===== src/verilog/serial_port_pkg.sv =====
// Constants and types shared by the synchronous serial port design
package serial_port_pkg;
    // System clock and internal serial clock timing
    localparam int CLK_PERIOD_NS   = 100;
    localparam int SCK_HALF_NS     = 400;
    localparam int SCK_HALF_CYCLES = (SCK_HALF_NS / CLK_PERIOD_NS < 1) ? 1 : SCK_HALF_NS / CLK_PERIOD_NS;
    localparam int DIV_W           = 4;
    localparam logic [DIV_W-1:0] DIV_LAST = DIV_W'(SCK_HALF_CYCLES - 1);
    // Character layout
    localparam int CHAR_BITS       = 8;
    localparam int FRAME_BITS      = 11;
    localparam int CNT_W           = 4;
    localparam logic [CNT_W-1:0] SYNC_LAST_BIT  = CNT_W'(CHAR_BITS - 1);
    localparam logic [CNT_W-1:0] FRAME_LAST_BIT = CNT_W'(FRAME_BITS - 1);
    // Base ticks per asynchronous bit: external 16x clock, or two internal half periods
    localparam logic [CNT_W-1:0] ASYNC_EXT_LAST = 4'hf;
    localparam logic [CNT_W-1:0] ASYNC_INT_LAST = 4'h1;
    // Pin synchroniser bit positions
    localparam int PIN_SCK         = 0;
    localparam int PIN_RXD         = 1;
    localparam int PIN_COUNT       = 2;
    // Values after reset
    localparam logic TX_EMPTY_RST  = 1'b1;
    localparam logic TX_DONE_RST   = 1'b1;
    localparam logic LINE_IDLE     = 1'b1;
    localparam logic SCK_IDLE      = 1'b1;

    typedef enum logic [2:0] {
        ST_IDLE  = 3'b001,
        ST_SYNC  = 3'b010,
        ST_ASYNC = 3'b100
    } xfer_state_t;
endpackage : serial_port_pkg


===== src/verilog/sync_serial_and_multidrop_port.sv =====
// Clocked synchronous serial port with multiprocessor-format transmitter
//
// Overview of operation
// (RULE_01) Transmit bit changes on serial clock falling edge, holds until next falling edge.
// (RULE_02) Characters leave least significant bit first, bit 0 to bit 7.
// (RULE_03) After the last bit the line keeps the MSB level until new data.
// (RULE_04) Receive data is sampled on the rising serial clock edge.
// (RULE_05) Synchronous characters are always 8 bits, no parity, no address bit.
// (RULE_06) Internal clock gives exactly eight pulses per character.
// (RULE_07) Internal clock pin stays high whenever no transfer is running.
// (RULE_08) Transmit and receive run together on one clock, each double buffered.
// (RULE_09) External clock: transmit data follows the supplied clock edges.
// (RULE_10) Empty flag low: load shifter, set flag, start, request empty interrupt.
// (RULE_11) At bit 7: more data continues, else set done flag and hold line.
// (RULE_12) No transmit start while overrun, framing or parity error is set.
// (RULE_13) Receiver follows the serial clock, shifts bits in LSB first.
// (RULE_14) Complete character with full flag clear: copy, set full, request interrupt.
// (RULE_15) Complete character with full flag set: set overrun, keep full, request error.
// (RULE_16) No reception while any receive error or full flag is set; duplex transfers still receive with the full flag set.
// (RULE_17) Software enters duplex from transmit via disable, then both enables together.
// (RULE_18) Software enters duplex from receive after flags clear, both enables together.
// (RULE_19) Address bit is 1 on identifier frames, 0 on data frames.
// (RULE_20) Receivers skip data frames after a foreign identifier until next address frame.
// (RULE_21) Parity settings are ignored in multiprocessor format.
// (RULE_22) Stop bit with nothing queued: set done flag, idle the line high.
// (RULE_23) Transmit disable forces empty flag high; receive disable keeps receive state.
// (RULE_24) Writing transmit data clears the empty flag; loading the shifter sets it.
// (RULE_25) Clock source chosen from mode and the two clock-select bits.
// (RULE_26) Transmit empty and done interrupts are levels while flag and enable are high.
`timescale 1ns/100ps
`default_nettype none
module sync_serial_and_multidrop_port (
    // Clock and reset
    input  wire logic       clk_sys,
    input  wire logic       rst,
    // Mode and enables
    input  wire logic       sync_mode,
    input  wire logic       mp_format,
    input  wire logic       clock_source_sel_hi,
    input  wire logic       clock_source_sel_lo,
    input  wire logic       tx_enable_bit,
    input  wire logic       rx_enable_bit,
    input  wire logic       tx_empty_irq_en,
    input  wire logic       tx_done_irq_en,
    input  wire logic       rx_irq_en,
    // Software access
    input  wire logic       tx_write,
    input  wire logic [7:0] tx_data,
    input  wire logic       address_flag_bit,
    input  wire logic       rx_full_clear,
    input  wire logic       overrun_clear,
    input  wire logic       rx_error_ext,
    // Pins
    input  wire logic       serial_clock_pin_in,
    output logic            serial_clock_pin_out,
    output logic            serial_clock_pin_oe,
    input  wire logic       rx_line_pin,
    output logic            tx_line_pin,
    // Status
    output logic            tx_empty_flag,
    output logic            tx_done_flag,
    output logic            rx_full_flag,
    output logic            overrun_flag,
    output logic [7:0]      rx_holding_reg,
    // Interrupt requests
    output logic            tx_empty_irq,
    output logic            tx_done_irq,
    output logic            rx_full_irq,
    output logic            rx_error_irq
);
    import serial_port_pkg::*;

    logic [PIN_COUNT-1:0] pin_level;
    logic [PIN_COUNT-1:0] pin_rise;
    logic [PIN_COUNT-1:0] pin_fall;

    pin_sync #(
        .WIDTH (PIN_COUNT)
    ) u_pin_sync (
        .clk_sys (clk_sys),
        .rst     (rst),
        .pin_in  ({rx_line_pin, serial_clock_pin_in}),
        .level   (pin_level),
        .rise    (pin_rise),
        .fall    (pin_fall)
    );

    xfer_state_t      state_reg,    state_next;
    logic [DIV_W-1:0] div_reg,      div_next;
    logic [CNT_W-1:0] bit_cnt_reg,  bit_cnt_next;
    logic [CNT_W-1:0] base_cnt_reg, base_cnt_next;
    logic [10:0]      tx_shift_reg, tx_shift_next;
    logic [7:0]       rx_shift_reg, rx_shift_next;
    logic             tx_live_reg,  tx_live_next;
    logic             rx_live_reg,  rx_live_next;
    logic             sck_reg,      sck_next;
    logic             txd_reg,      txd_next;
    logic [7:0]       tx_holding_reg;
    logic             addr_hold_reg;
    logic             tx_empty_reg, tx_empty_next;
    logic             tx_done_reg,  tx_done_next;
    logic             rx_full_reg,  rx_full_next;
    logic             overrun_reg,  overrun_next;
    logic [7:0]       rx_hold_next;
    logic             sck_oe_reg,   sck_oe_next;

    logic ext_clk;
    logic errs;
    logic tx_go;
    logic rx_solo;
    logic half_tick;
    logic fall_ev;
    logic rise_ev;
    logic tx_load;
    logic char_end;
    logic rx_capture;
    logic ovr_set;

    // Internal generator unless the high clock-select bit picks the pin
    assign ext_clk = clock_source_sel_hi;  // see RULE_25
    assign errs    = overrun_reg | rx_error_ext;
    assign tx_go   = tx_enable_bit & ~tx_empty_reg & ~errs;  // see RULE_12
    assign rx_solo = rx_enable_bit & ~tx_enable_bit & ~rx_full_reg & ~errs;  // see RULE_16

    always_comb
    begin
        state_next    = state_reg;
        div_next      = div_reg;
        bit_cnt_next  = bit_cnt_reg;
        base_cnt_next = base_cnt_reg;
        tx_shift_next = tx_shift_reg;
        rx_shift_next = rx_shift_reg;
        tx_live_next  = tx_live_reg;
        rx_live_next  = rx_live_reg;
        sck_next      = sck_reg;
        txd_next      = txd_reg;
        tx_load       = 1'b0;
        char_end      = 1'b0;
        half_tick     = 1'b0;
        if (state_reg != ST_IDLE)
        begin
            if (div_reg == DIV_LAST)
            begin
                div_next  = '0;
                half_tick = 1'b1;
            end
            else
            begin
                div_next = div_reg + 1'b1;
            end
        end
        else
        begin
            div_next = '0;
        end
        fall_ev = ext_clk ? pin_fall[PIN_SCK] : (half_tick & sck_reg);  // see RULE_09
        rise_ev = ext_clk ? pin_rise[PIN_SCK] : (half_tick & ~sck_reg);
        unique case (state_reg)
            ST_IDLE:
            begin
                bit_cnt_next  = '0;
                base_cnt_next = '0;
                if (sync_mode && (tx_go || rx_solo))
                begin
                    state_next    = ST_SYNC;
                    tx_live_next  = tx_go;
                    // Duplex receive may still run with the full flag set, so overrun can be seen
                    rx_live_next  = rx_enable_bit & ~errs;  // see RULE_08
                    // Fixed 8-bit character, no extra bits in this mode
                    tx_shift_next = {3'b111, tx_holding_reg};  // see RULE_05
                    tx_load       = tx_go;  // see RULE_10
                end
                else if (!sync_mode && mp_format && tx_go)
                begin
                    state_next    = ST_ASYNC;
                    tx_live_next  = 1'b1;
                    rx_live_next  = 1'b0;
                    // Stop, address bit, data, start; no parity slot whatever the parity setting
                    tx_shift_next = {1'b1, addr_hold_reg, tx_holding_reg, 1'b0};  // see RULE_19, RULE_21
                    txd_next      = 1'b0;
                    tx_load       = 1'b1;  // see RULE_10
                end
            end
            ST_SYNC:
            begin
                if (!ext_clk && half_tick)
                begin
                    sck_next = ~sck_reg;  // see RULE_06
                end
                if (!tx_enable_bit)
                begin
                    tx_live_next = 1'b0;
                end
                if (fall_ev && tx_live_reg)
                begin
                    txd_next      = tx_shift_reg[0];  // see RULE_01, RULE_02
                    tx_shift_next = {1'b1, tx_shift_reg[10:1]};
                end
                if (rise_ev)
                begin
                    rx_shift_next = {pin_level[PIN_RXD], rx_shift_reg[7:1]};  // see RULE_04, RULE_13
                    if (bit_cnt_reg == SYNC_LAST_BIT)
                    begin
                        char_end   = 1'b1;  // see RULE_11
                        state_next = ST_IDLE;
                    end
                    else
                    begin
                        bit_cnt_next = bit_cnt_reg + 1'b1;
                    end
                end
                if (!sync_mode)
                begin
                    state_next = ST_IDLE;
                end
            end
            ST_ASYNC:
            begin
                if (ext_clk ? pin_rise[PIN_SCK] : half_tick)
                begin
                    if (base_cnt_reg == (ext_clk ? ASYNC_EXT_LAST : ASYNC_INT_LAST))
                    begin
                        base_cnt_next = '0;
                        txd_next      = tx_shift_reg[1];
                        tx_shift_next = {1'b1, tx_shift_reg[10:1]};
                        if (bit_cnt_reg == FRAME_LAST_BIT)
                        begin
                            // Line rests at mark after the stop bit
                            char_end   = 1'b1;  // see RULE_22
                            state_next = ST_IDLE;
                        end
                        else
                        begin
                            bit_cnt_next = bit_cnt_reg + 1'b1;
                        end
                    end
                    else
                    begin
                        base_cnt_next = base_cnt_reg + 1'b1;
                    end
                end
                if (!tx_enable_bit || sync_mode)
                begin
                    txd_next   = LINE_IDLE;
                    state_next = ST_IDLE;
                end
            end
            default:
            begin
                state_next = ST_IDLE;
            end
        endcase
        // Pin rests high between characters
        if (state_next != ST_SYNC)
        begin
            sck_next = SCK_IDLE;  // see RULE_07
        end
    end

    always_ff @(posedge clk_sys or posedge rst)
    begin
        if (rst)
        begin
            state_reg    <= ST_IDLE;
            div_reg      <= '0;
            bit_cnt_reg  <= '0;
            base_cnt_reg <= '0;
            tx_shift_reg <= '1;
            rx_shift_reg <= '0;
            tx_live_reg  <= 1'b0;
            rx_live_reg  <= 1'b0;
            sck_reg      <= SCK_IDLE;
            txd_reg      <= LINE_IDLE;
        end
        else
        begin
            state_reg    <= state_next;
            div_reg      <= div_next;
            bit_cnt_reg  <= bit_cnt_next;
            base_cnt_reg <= base_cnt_next;
            tx_shift_reg <= tx_shift_next;
            rx_shift_reg <= rx_shift_next;
            tx_live_reg  <= tx_live_next;
            rx_live_reg  <= rx_live_next;
            sck_reg      <= sck_next;
            txd_reg      <= txd_next;  // see RULE_03
        end
    end

    assign rx_capture = char_end & rx_live_reg & (state_reg == ST_SYNC) & ~rx_full_reg;  // see RULE_14
    assign ovr_set    = char_end & rx_live_reg & (state_reg == ST_SYNC) & rx_full_reg;  // see RULE_15

    always_comb
    begin
        // A write wins over a same-cycle load: the old word moves, the new one stays queued
        if (!tx_enable_bit)
        begin
            tx_empty_next = 1'b1;  // see RULE_23
        end
        else if (tx_write)
        begin
            tx_empty_next = 1'b0;  // see RULE_24
        end
        else if (tx_load)
        begin
            tx_empty_next = 1'b1;  // see RULE_24
        end
        else
        begin
            tx_empty_next = tx_empty_reg;
        end
        if (char_end && tx_live_reg && tx_empty_reg)
        begin
            tx_done_next = 1'b1;  // see RULE_11, RULE_22
        end
        else if (tx_write || tx_load)
        begin
            tx_done_next = 1'b0;
        end
        else
        begin
            tx_done_next = tx_done_reg;
        end
        // Receive disable touches none of these
        rx_full_next = rx_capture | (rx_full_reg & ~rx_full_clear);  // see RULE_23
        overrun_next = ovr_set | (overrun_reg & ~overrun_clear);
        rx_hold_next = rx_capture ? rx_shift_next : rx_holding_reg;
        sck_oe_next  = sync_mode & ~clock_source_sel_hi & ~clock_source_sel_lo;  // see RULE_25
    end

    always_ff @(posedge clk_sys or posedge rst)
    begin
        if (rst)
        begin
            tx_holding_reg <= '0;
            addr_hold_reg  <= 1'b0;
            tx_empty_reg   <= TX_EMPTY_RST;
            tx_done_reg    <= TX_DONE_RST;
            rx_full_reg    <= 1'b0;
            overrun_reg    <= 1'b0;
            rx_holding_reg <= '0;
            sck_oe_reg     <= 1'b0;
            tx_empty_irq   <= 1'b0;
            tx_done_irq    <= 1'b0;
            rx_full_irq    <= 1'b0;
            rx_error_irq   <= 1'b0;
        end
        else
        begin
            if (tx_write)
            begin
                tx_holding_reg <= tx_data;
                addr_hold_reg  <= address_flag_bit;  // see RULE_19, RULE_20
            end
            tx_empty_reg   <= tx_empty_next;
            tx_done_reg    <= tx_done_next;
            rx_full_reg    <= rx_full_next;
            overrun_reg    <= overrun_next;
            rx_holding_reg <= rx_hold_next;
            sck_oe_reg     <= sck_oe_next;
            tx_empty_irq   <= tx_empty_next & tx_empty_irq_en;  // see RULE_26
            tx_done_irq    <= tx_done_next & tx_done_irq_en;  // see RULE_26
            rx_full_irq    <= rx_full_next & rx_irq_en;  // see RULE_14
            rx_error_irq   <= overrun_next & rx_irq_en;  // see RULE_15
        end
    end

    assign serial_clock_pin_out = sck_reg;
    assign serial_clock_pin_oe  = sck_oe_reg;
    assign tx_line_pin          = txd_reg;
    assign tx_empty_flag        = tx_empty_reg;
    assign tx_done_flag         = tx_done_reg;
    assign rx_full_flag         = rx_full_reg;
    assign overrun_flag         = overrun_reg;
endmodule : sync_serial_and_multidrop_port
`default_nettype wire


===== src/verilog/pin_sync.sv =====
// Two-stage synchroniser with edge detection for input pins
`timescale 1ns/100ps
`default_nettype none
module pin_sync #(
    parameter int WIDTH = 2
) (
    // Clock and reset
    input  wire logic             clk_sys,
    input  wire logic             rst,
    // Raw pins
    input  wire logic [WIDTH-1:0] pin_in,
    // Synchronised level and one-cycle edge pulses
    output logic      [WIDTH-1:0] level,
    output logic      [WIDTH-1:0] rise,
    output logic      [WIDTH-1:0] fall
);
    logic [WIDTH-1:0] meta_reg;
    logic [WIDTH-1:0] sync_reg;
    logic [WIDTH-1:0] hist_reg;

    genvar i;
    generate
        for (i = 0; i < WIDTH; i++)
        begin : g_bit
            always_ff @(posedge clk_sys or posedge rst)
            begin
                if (rst)
                begin
                    meta_reg[i] <= 1'b1;
                    sync_reg[i] <= 1'b1;
                    hist_reg[i] <= 1'b1;
                end
                else
                begin
                    meta_reg[i] <= pin_in[i];
                    sync_reg[i] <= meta_reg[i];
                    hist_reg[i] <= sync_reg[i];
                end
            end
            assign level[i] = sync_reg[i];
            assign rise[i]  = sync_reg[i] & ~hist_reg[i];
            assign fall[i]  = ~sync_reg[i] & hist_reg[i];
        end
    endgenerate
endmodule : pin_sync
`default_nettype wire


===== config.mk =====
export PLATFORM = sky130hd
export DESIGN_NAME = sync_serial_and_multidrop_port
export DESIGN_NICKNAME = d
export VERILOG_FILES = /design/src/verilog/serial_port_pkg.sv /design/src/verilog/sync_serial_and_multidrop_port.sv /design/src/verilog/pin_sync.sv
export SDC_FILE = /design/constraint.sdc
export NUM_CORES = 1
export LEC_CHECK = 0
export BUFFER_PORTS_ARGS = -buffer_cell sky130_fd_sc_hd__clkbuf_2
export CAP_MARGIN = 25
export CORE_ASPECT_RATIO = 1.25
export CORE_UTILIZATION = 35
export DETAILED_ROUTE_END_ITERATION = 10
export GPL_ROUTABILITY_DRIVEN = 0
export HOLD_SLACK_MARGIN = 0.12
export PLACE_DENSITY = 0.6
export SYNTH_ARGS = -nofsm -noshare
export SYNTH_HDL_FRONTEND = slang
export SYNTH_SLANG_ARGS = --single-unit

===== constraint.sdc =====
create_clock -name clk_sys -period 5.6 [get_ports clk_sys]
set_clock_uncertainty 0.2 [all_clocks]
set_input_delay 0.28 -clock clk_sys [delete_from_list [all_inputs] [get_ports clk_sys]]
set_output_delay 0.28 -clock clk_sys [all_outputs]
set_load 0.05 [all_outputs]

* Word level (Yosys, flattened, before mapping) *
Cells that the tools add are included.

word-level totals
  register bits after elaboration = 69
  bits of input ports = 26
  output and inout bits = 19
  logic and storage cells = 177

cells by class
  add/sub/neg operators = 3
  equal/unequal tests = 21
  multiplexer cells = 64
  bitwise logic cells = 36
  reductions and logical operators = 26

operator list
  kind                   count
  $mux W11               5
  $mux W4                10
  $pmux W11 S3           1
  $mux W1                31
  $mux W3                9
  $and A1 B1 Y1          22
  $ne A2 B2 Y1 const B   9
  $mux W8                2
  $add A4 B1 Y4 const B  3
  $pmux W4 S3            1
  $reduce_and A6 Y1      2
  $not A1 Y1             11
  $reduce_bool A2 Y1     5
  $ne A3 B3 Y1 const B   3
  $pmux W3 S3            1
  $pmux W4 S2            1
  $logic_and A1 B1 Y1    7
  $reduce_and A2 Y1      3
  $reduce_and A5 Y1      1
  $eq A4 B2 Y1 const B   1
  $eq A4 B3 Y1 const B   1
  $eq A4 B4 Y1           1
  $eq A4 B4 Y1 const B   1
  $pmux W1 S2            2
  other kinds (11)       17

* Depth between registers and ports, before layout *
  depth after elaboration = 12
  gate-level depth with buffers = 8
  depth with buffers taken out = 7

* Hierarchy *
From an unflattened synthesis, not the netlist that was laid out.

unflattened totals
  cells, all modules = 283
  area total of the unflattened synthesis = 3311.9 sq um

modules (own cells, without submodules)
  module                          instances  cells an instance  area an instance (sq um)  seq. area each (sq um)
  sync_serial_and_multidrop_port  1          272                3115.5                    1595.3
  pin_sync                        1          11                 196.4                     157.7

* Least setup slack after synthesis *
OpenSTA, ideal clock, no wires.

  path type = register to register
  from = register div_reg[0]
  to = register tx_shift_reg[0]
  library setup time = 0.082 ns
  arrival time = 2.373 ns
  data required time = 5.318 ns
  path slack = 2.945 ns
  stages on the path, launching flop included = 8
  buffers on the path = 1
  period minus slack after synthesis = 2.655 ns
  cells stage by stage = dfrtp_1 -> ha_1 -> or4b_1 -> buf_2 -> a221oi_4 -> nor2_2 -> a311oi_4 -> mux2_2

on the way
  cells in the longest elaborated chain, start to end = 8
  elaborated cells on any way between the ends = 10
  classes of those cells = eq/ne: 3; mux: 4; bitwise: 1; reduce/logical: 2

RTL lines
  item                             RTL line                               text
  start, declared                  sync_serial_and_multidrop_port.sv:89   logic [DIV_W-1:0] div_reg, div_next;
  start signal, assigned           sync_serial_and_multidrop_port.sv:278  div_reg <= div_next;
  $eq A4 B2 Y1 (*)                 sync_serial_and_multidrop_port.sv:142  if (div_reg == DIV_LAST)
  $mux W1 (*)                      sync_serial_and_multidrop_port.sv:142
  $mux W1 (*)                      sync_serial_and_multidrop_port.sv:140  if (state_reg != ST_IDLE)
  $and A1 B1 Y1                    sync_serial_and_multidrop_port.sv:156  fall_ev = ext_clk ? pin_fall[PIN_SCK] : (half_tick & sck_reg);
  $mux W1                          sync_serial_and_multidrop_port.sv:156
  $logic_and A1 B1 Y1              sync_serial_and_multidrop_port.sv:194  if (fall_ev && tx_live_reg)
  $ne A2 B2 Y1 (no line)           --
  $reduce_and A5 Y1 (no line) (*)  --
  end signal, assigned             sync_serial_and_multidrop_port.sv:281  tx_shift_reg <= tx_shift_next;
  end, declared                    sync_serial_and_multidrop_port.sv:92   logic [10:0] tx_shift_reg, tx_shift_next;

Every way passes the cells marked *; elsewhere a longest branch is shown, timed or not.
A chain may end at the register's enable or synchronous reset.

* Worst setup path in the final report *
  from = register div_reg[0]
  to = register rx_full_irq

on the way
  cells in the longest elaborated chain, start to end = 12
  elaborated cells on any way between the ends = 14
  classes of those cells = eq/ne: 1; mux: 7; bitwise: 6

RTL lines
  item                            RTL line                               text
  $eq A4 B2 Y1 (*)                sync_serial_and_multidrop_port.sv:142
  $mux W1 (*)                     sync_serial_and_multidrop_port.sv:142
  $mux W1 (*)                     sync_serial_and_multidrop_port.sv:140
  $and A1 B1 Y1                   sync_serial_and_multidrop_port.sv:157  rise_ev = ext_clk ? pin_rise[PIN_SCK] : (half_tick & ~sck_reg);
  $mux W1                         sync_serial_and_multidrop_port.sv:157
  $mux W1                         sync_serial_and_multidrop_port.sv:199  if (rise_ev)
  $pmux W1 S2 (*)                 sync_serial_and_multidrop_port.sv:158  unique case (state_reg)
  $and A1 B1 Y1 (*) (3 in a row)  sync_serial_and_multidrop_port.sv:290  assign rx_capture = char_end & rx_live_reg & (state_reg == ST_SYNC) & ~rx_full_reg;
  $or A1 B1 Y1 (*)                sync_serial_and_multidrop_port.sv:325  rx_full_next = rx_capture | (rx_full_reg & ~rx_full_clear);
  $and A1 B1 Y1 (*)               sync_serial_and_multidrop_port.sv:363  rx_full_irq <= rx_full_next & rx_irq_en;
  end signal, assigned            sync_serial_and_multidrop_port.sv:363
  end, declared                   sync_serial_and_multidrop_port.sv:68   output logic rx_full_irq,

Marks and branches as above.

==> key figures <==
Logic synthesis
  – Seq/Total Area, Yosys: about 53%
  – Post-Syn Instances: 282
  – Mapped Nets: about 310
  – Mapped Avg Cell Area: about 12 um2
  – Top cells by area, synth: dfrtp_1, dfstp_2, mux2_2
  – Post-synth top area share: between 30 and 40%
  – Post-synth cell types: 53
  – Ys async rst share: between 90% and 100%
  – YS warnings: 0
  – Main synth FF type: dfrtp_1
  – Cell area after synthesis: 3290 um2
  – Seq cells post-synth: just under 70
  – Dominant cell type by area after synthesis: dfrtp_1
  – Post-synth EDFFs: 0

Outcome
  – Outcome: finished clean

Critical path
  – Max FO, Critical Path: 10
  – Critical Path Start Type: register
  – Crit path arrival time: around 3.4 ns
  – R2R Path Start: div_reg[0]$_DFF_PP0_
  – Top delay family on crit path: compound AO/OA/AOI/OAI gates
  – Slowest stage delay, CP: between 0.6 and 0.7 ns
  – Slowest cell on the critical path: or4b_1
  – Critical R2R Capture: rx_full_irq$_DFF_PP0_
  – Worst Path Buf+Inv: 1
  – Reg2Reg Setup Slack: between 2 and 2.5 ns
  – Critical Path RT: 5.67 ns
  – Worst setup endpoint: rx_full_irq$_DFF_PP0_
  – Critical Path Start: div_reg[0]$_DFF_PP0_
  – CP Capture Type: register
  – Worst path depth: 7
  – Reg2Reg Depth: 7
  – Crit-path cells: ha_1 -> or4b_1 -> o21ai_2 -> nand3_1 -> a211oi_4 -> o21a_1 -> dlygate4sd3_1
  – Critical path class: reg2reg

Power and ir drop
  – Comb power frac: 21.5%
  – Leakage Power: 1.89 nW
  – Final Power: about 1.7 mW
  – Sequential share of power: around two fifths
  – Internal power: ~1.2 mW
  – Sw Pwr: between 400 and 500 uW
  – Clock power share: between 30% and 40%
  – Power Dens Cells: 398 nW/um2
  – VDD IR max: 208 uV
  – Net Sw Frac: between 20 and 30%

Clock network
  – Clk sinks: 68
  – Clk Latency, worst-skew pair: 0.33 ns
  – H-tree Lvls: 3
  – Root buffer cell: clkbuf_16
  – Clock transition at path regs: approximately 0.06 ns
  – CTS buffer count: 9
  – # Post-CTS Setup Buffers: 0
  – CTS tree: built
  – Longest Clk Path Bufs: 2
  – Post_cts resized: 0

STA
  – Tmin final: ~3.3 ns
  – Hold_ws: between 0.15 and 0.2 ns
  – Worst slew margin: approximately 34%
  – F_max: around 300 MHz
  – Worst Tran Pin Value: between 0.9 and 1 ns
  – Max Slew Vio Count: 0
  – Final setup viols: 0
  – Total Neg Setup Slack: 0 ns
  – Hold Violations, Final: 0
  – Final period util: just under 60%
  – RSZ-0062 raised after global routing: no

GRT
  – Vias in the first global route: about 2,400
  – Pin count of the biggest net entering global routing: a little under 70
  – Global-route wire length before repair: roughly 11 mm
  – Initial antenna violation count: 0
  – Total GRT Usage: ~16%
  – GR Overflow Total: 0

Flow run
  – Maxcap violations: 0

Detailed routing
  – Routed Antenna Nets: 0
  – Final wirelength: 6.91 mm
  – Drc violations: 0
  – 1st-pass router iterations: 4
  – Via count: around 2,400
  – Starting DRT DRC Count: 146
  – Routed vias/inst: around 5.0
  – Routed wire per std cell: around 14 um

Layout
  – # nets final: 384
  – Max reg flops: 10
  – ANT cells: 0
  – Layout fillers: 848
  – Area Overhead vs Synth: 28.6%
  – Share of cells above drive strength 1: 36.5%
  – Final cell utilization of the core: between 40% and 50%

Floorplanning
  – Initial Util: between 30% and 40%
  – Core area: slightly above 9000 um2
  – Die height: ~110 um
  – I/O pins: 45
  – Die W: about 89 um
  – Rows: 39
  – Die area: a little under 10,000 um2

Min path
  – Worst hold start: u_pin_sync.meta_reg[1]$_DFF_PP1_
  – Hold/Removal Path Class: reg2reg

Placement
  – Port buffer count: 44
  – Dpl hpwl: around 4.7 mm
==> power by group through the flow <==
stage | Sequential, mW | Combinational (mW) | Clock, mW
after detailed placement | 0.670 | 0.348 | 0
after floorplan | 0.648 | 0.280 | 0
after global placement | 0.667 | 0.337 | 0
after global routing | 0.675 | 0.400 | 0.693
after CTS | 0.662 | 0.365 | 0.676
final | 0.663 | 0.362 | 0.658
==> how the worst min path moves through the flow <==
stage	end	cells past startpoint
2_1_floorplan	u_pin_sync.meta_reg[0]$_DFF_PP1_	0
3_3_place_gp	u_pin_sync.level[1]$_DFF_PP1_	0
3_5_place_dp	u_pin_sync.level[1]$_DFF_PP1_	0
4_1_cts	tx_live_reg$_DFFE_PP0P_	3
5_1_grt	u_pin_sync.level[0]$_DFF_PP1_	0
6_report	u_pin_sync.level[1]$_DFF_PP1_	0
==> cell usage after synthesis (all sizes together) (3+ instances only) <==
cell	instances
nand4	4
clkbuf	6
a21oi	4
mux2i	8
nand3	6
nor2b	9
or2	3
xnor2	3
nand3b	4
dfstp	20
nor2	13
nand2	21
o21ai	21
and3	3
dfrtp	48
a32o	3
nand2b	4
o31ai	3
inv	9
ha	4
o211ai	6
buf	5
nor3b	4
a211oi	3
mux2	36
==> routing by layer <==
| metal | share of wire (%) | GRT usage, % | wire [um] |
|---|---|---|---|
| met5 | 0 | 0 | 0 |
| met4 | 2.4 | 7.95 | 169 |
| met3 | 3.3 | 3.72 | 226 |
| met2 | 51 | 25.2 | 3550 |
| met1 | 43 | 19.3 | 2970 |
==> stage by stage <==
step	cells	setup slack, ns	area, um2
floorplan	282	2.95	3290
global placement	440	2.62	3620
detailed placement	441	2.59	3630
CTS	482	2.29	4230
global route	482	2.02	4230
finish	482	2.28	4230
==> cell usage in the layout (no fill, tap or decap), types with 2 or more instances in the layout <==
master,n
nor3_1,2
a31oi_1,2
o22ai_1,2
clkbuf_16,9
nand2_1,21
o21ai_0,20
nor3b_1,4
nand3b_1,4
ha_1,4
and3b_1,2
buf_4,2
nand4_1,4
and2_1,2
dlygate4sd3_1,25
xnor2_1,3
a21oi_1,4
a211oi_1,2
dfrtp_1,48
and3_1,3
nor2_1,12
xor2_1,2
o31ai_1,3
mux2i_1,8
nand3_1,6
inv_1,8
o211ai_1,6
a21o_1,2
or4_1,2
mux2_2,36
inv_6,2
nand2b_1,4
nor2b_1,9
or2_2,3
or3_1,2
clkbuf_2,44
a32o_1,3
bufinv_16,3
dfstp_2,20
==> repair_timing <==
| item | in CTS | in global routing |
|---|---|---|
| hold buffers | 25 | 0 |
| endpoints found under the hold margin | 69 | 0 |
| endpoints found under the setup margin | 0 | 0 |
==> kinds of logic after synthesis <==
family                   after synthesis  share of synthesized area, %
AND/OR/NAND/NOR                       85                          14.2
XOR/XNOR                               5                          1.33
AO/OA/AOI/OAI                         56                          12.9
buffers and inverters                 20                          2.74
flip-flops                            68                          52.5
multiplexers                          44                          14.8
adder cells (fa/ha/maj)                4                          1.52
==> cell type report <==
type | instances | area [um2] | share of cell area (%)
sequential | 68 | 1730 | 40.8
multi-input combinational | 194 | 1470 | 34.8
timing repair buffer | 72 | 497 | 11.7
clock buffer | 9 | 225 | 5.33
tap | 123 | 154 | 3.64
clock inverter | 7 | 121 | 2.87
inverter | 9 | 33.8 | 0.799
No activity file was read; power rests on OpenSTA's default activity.
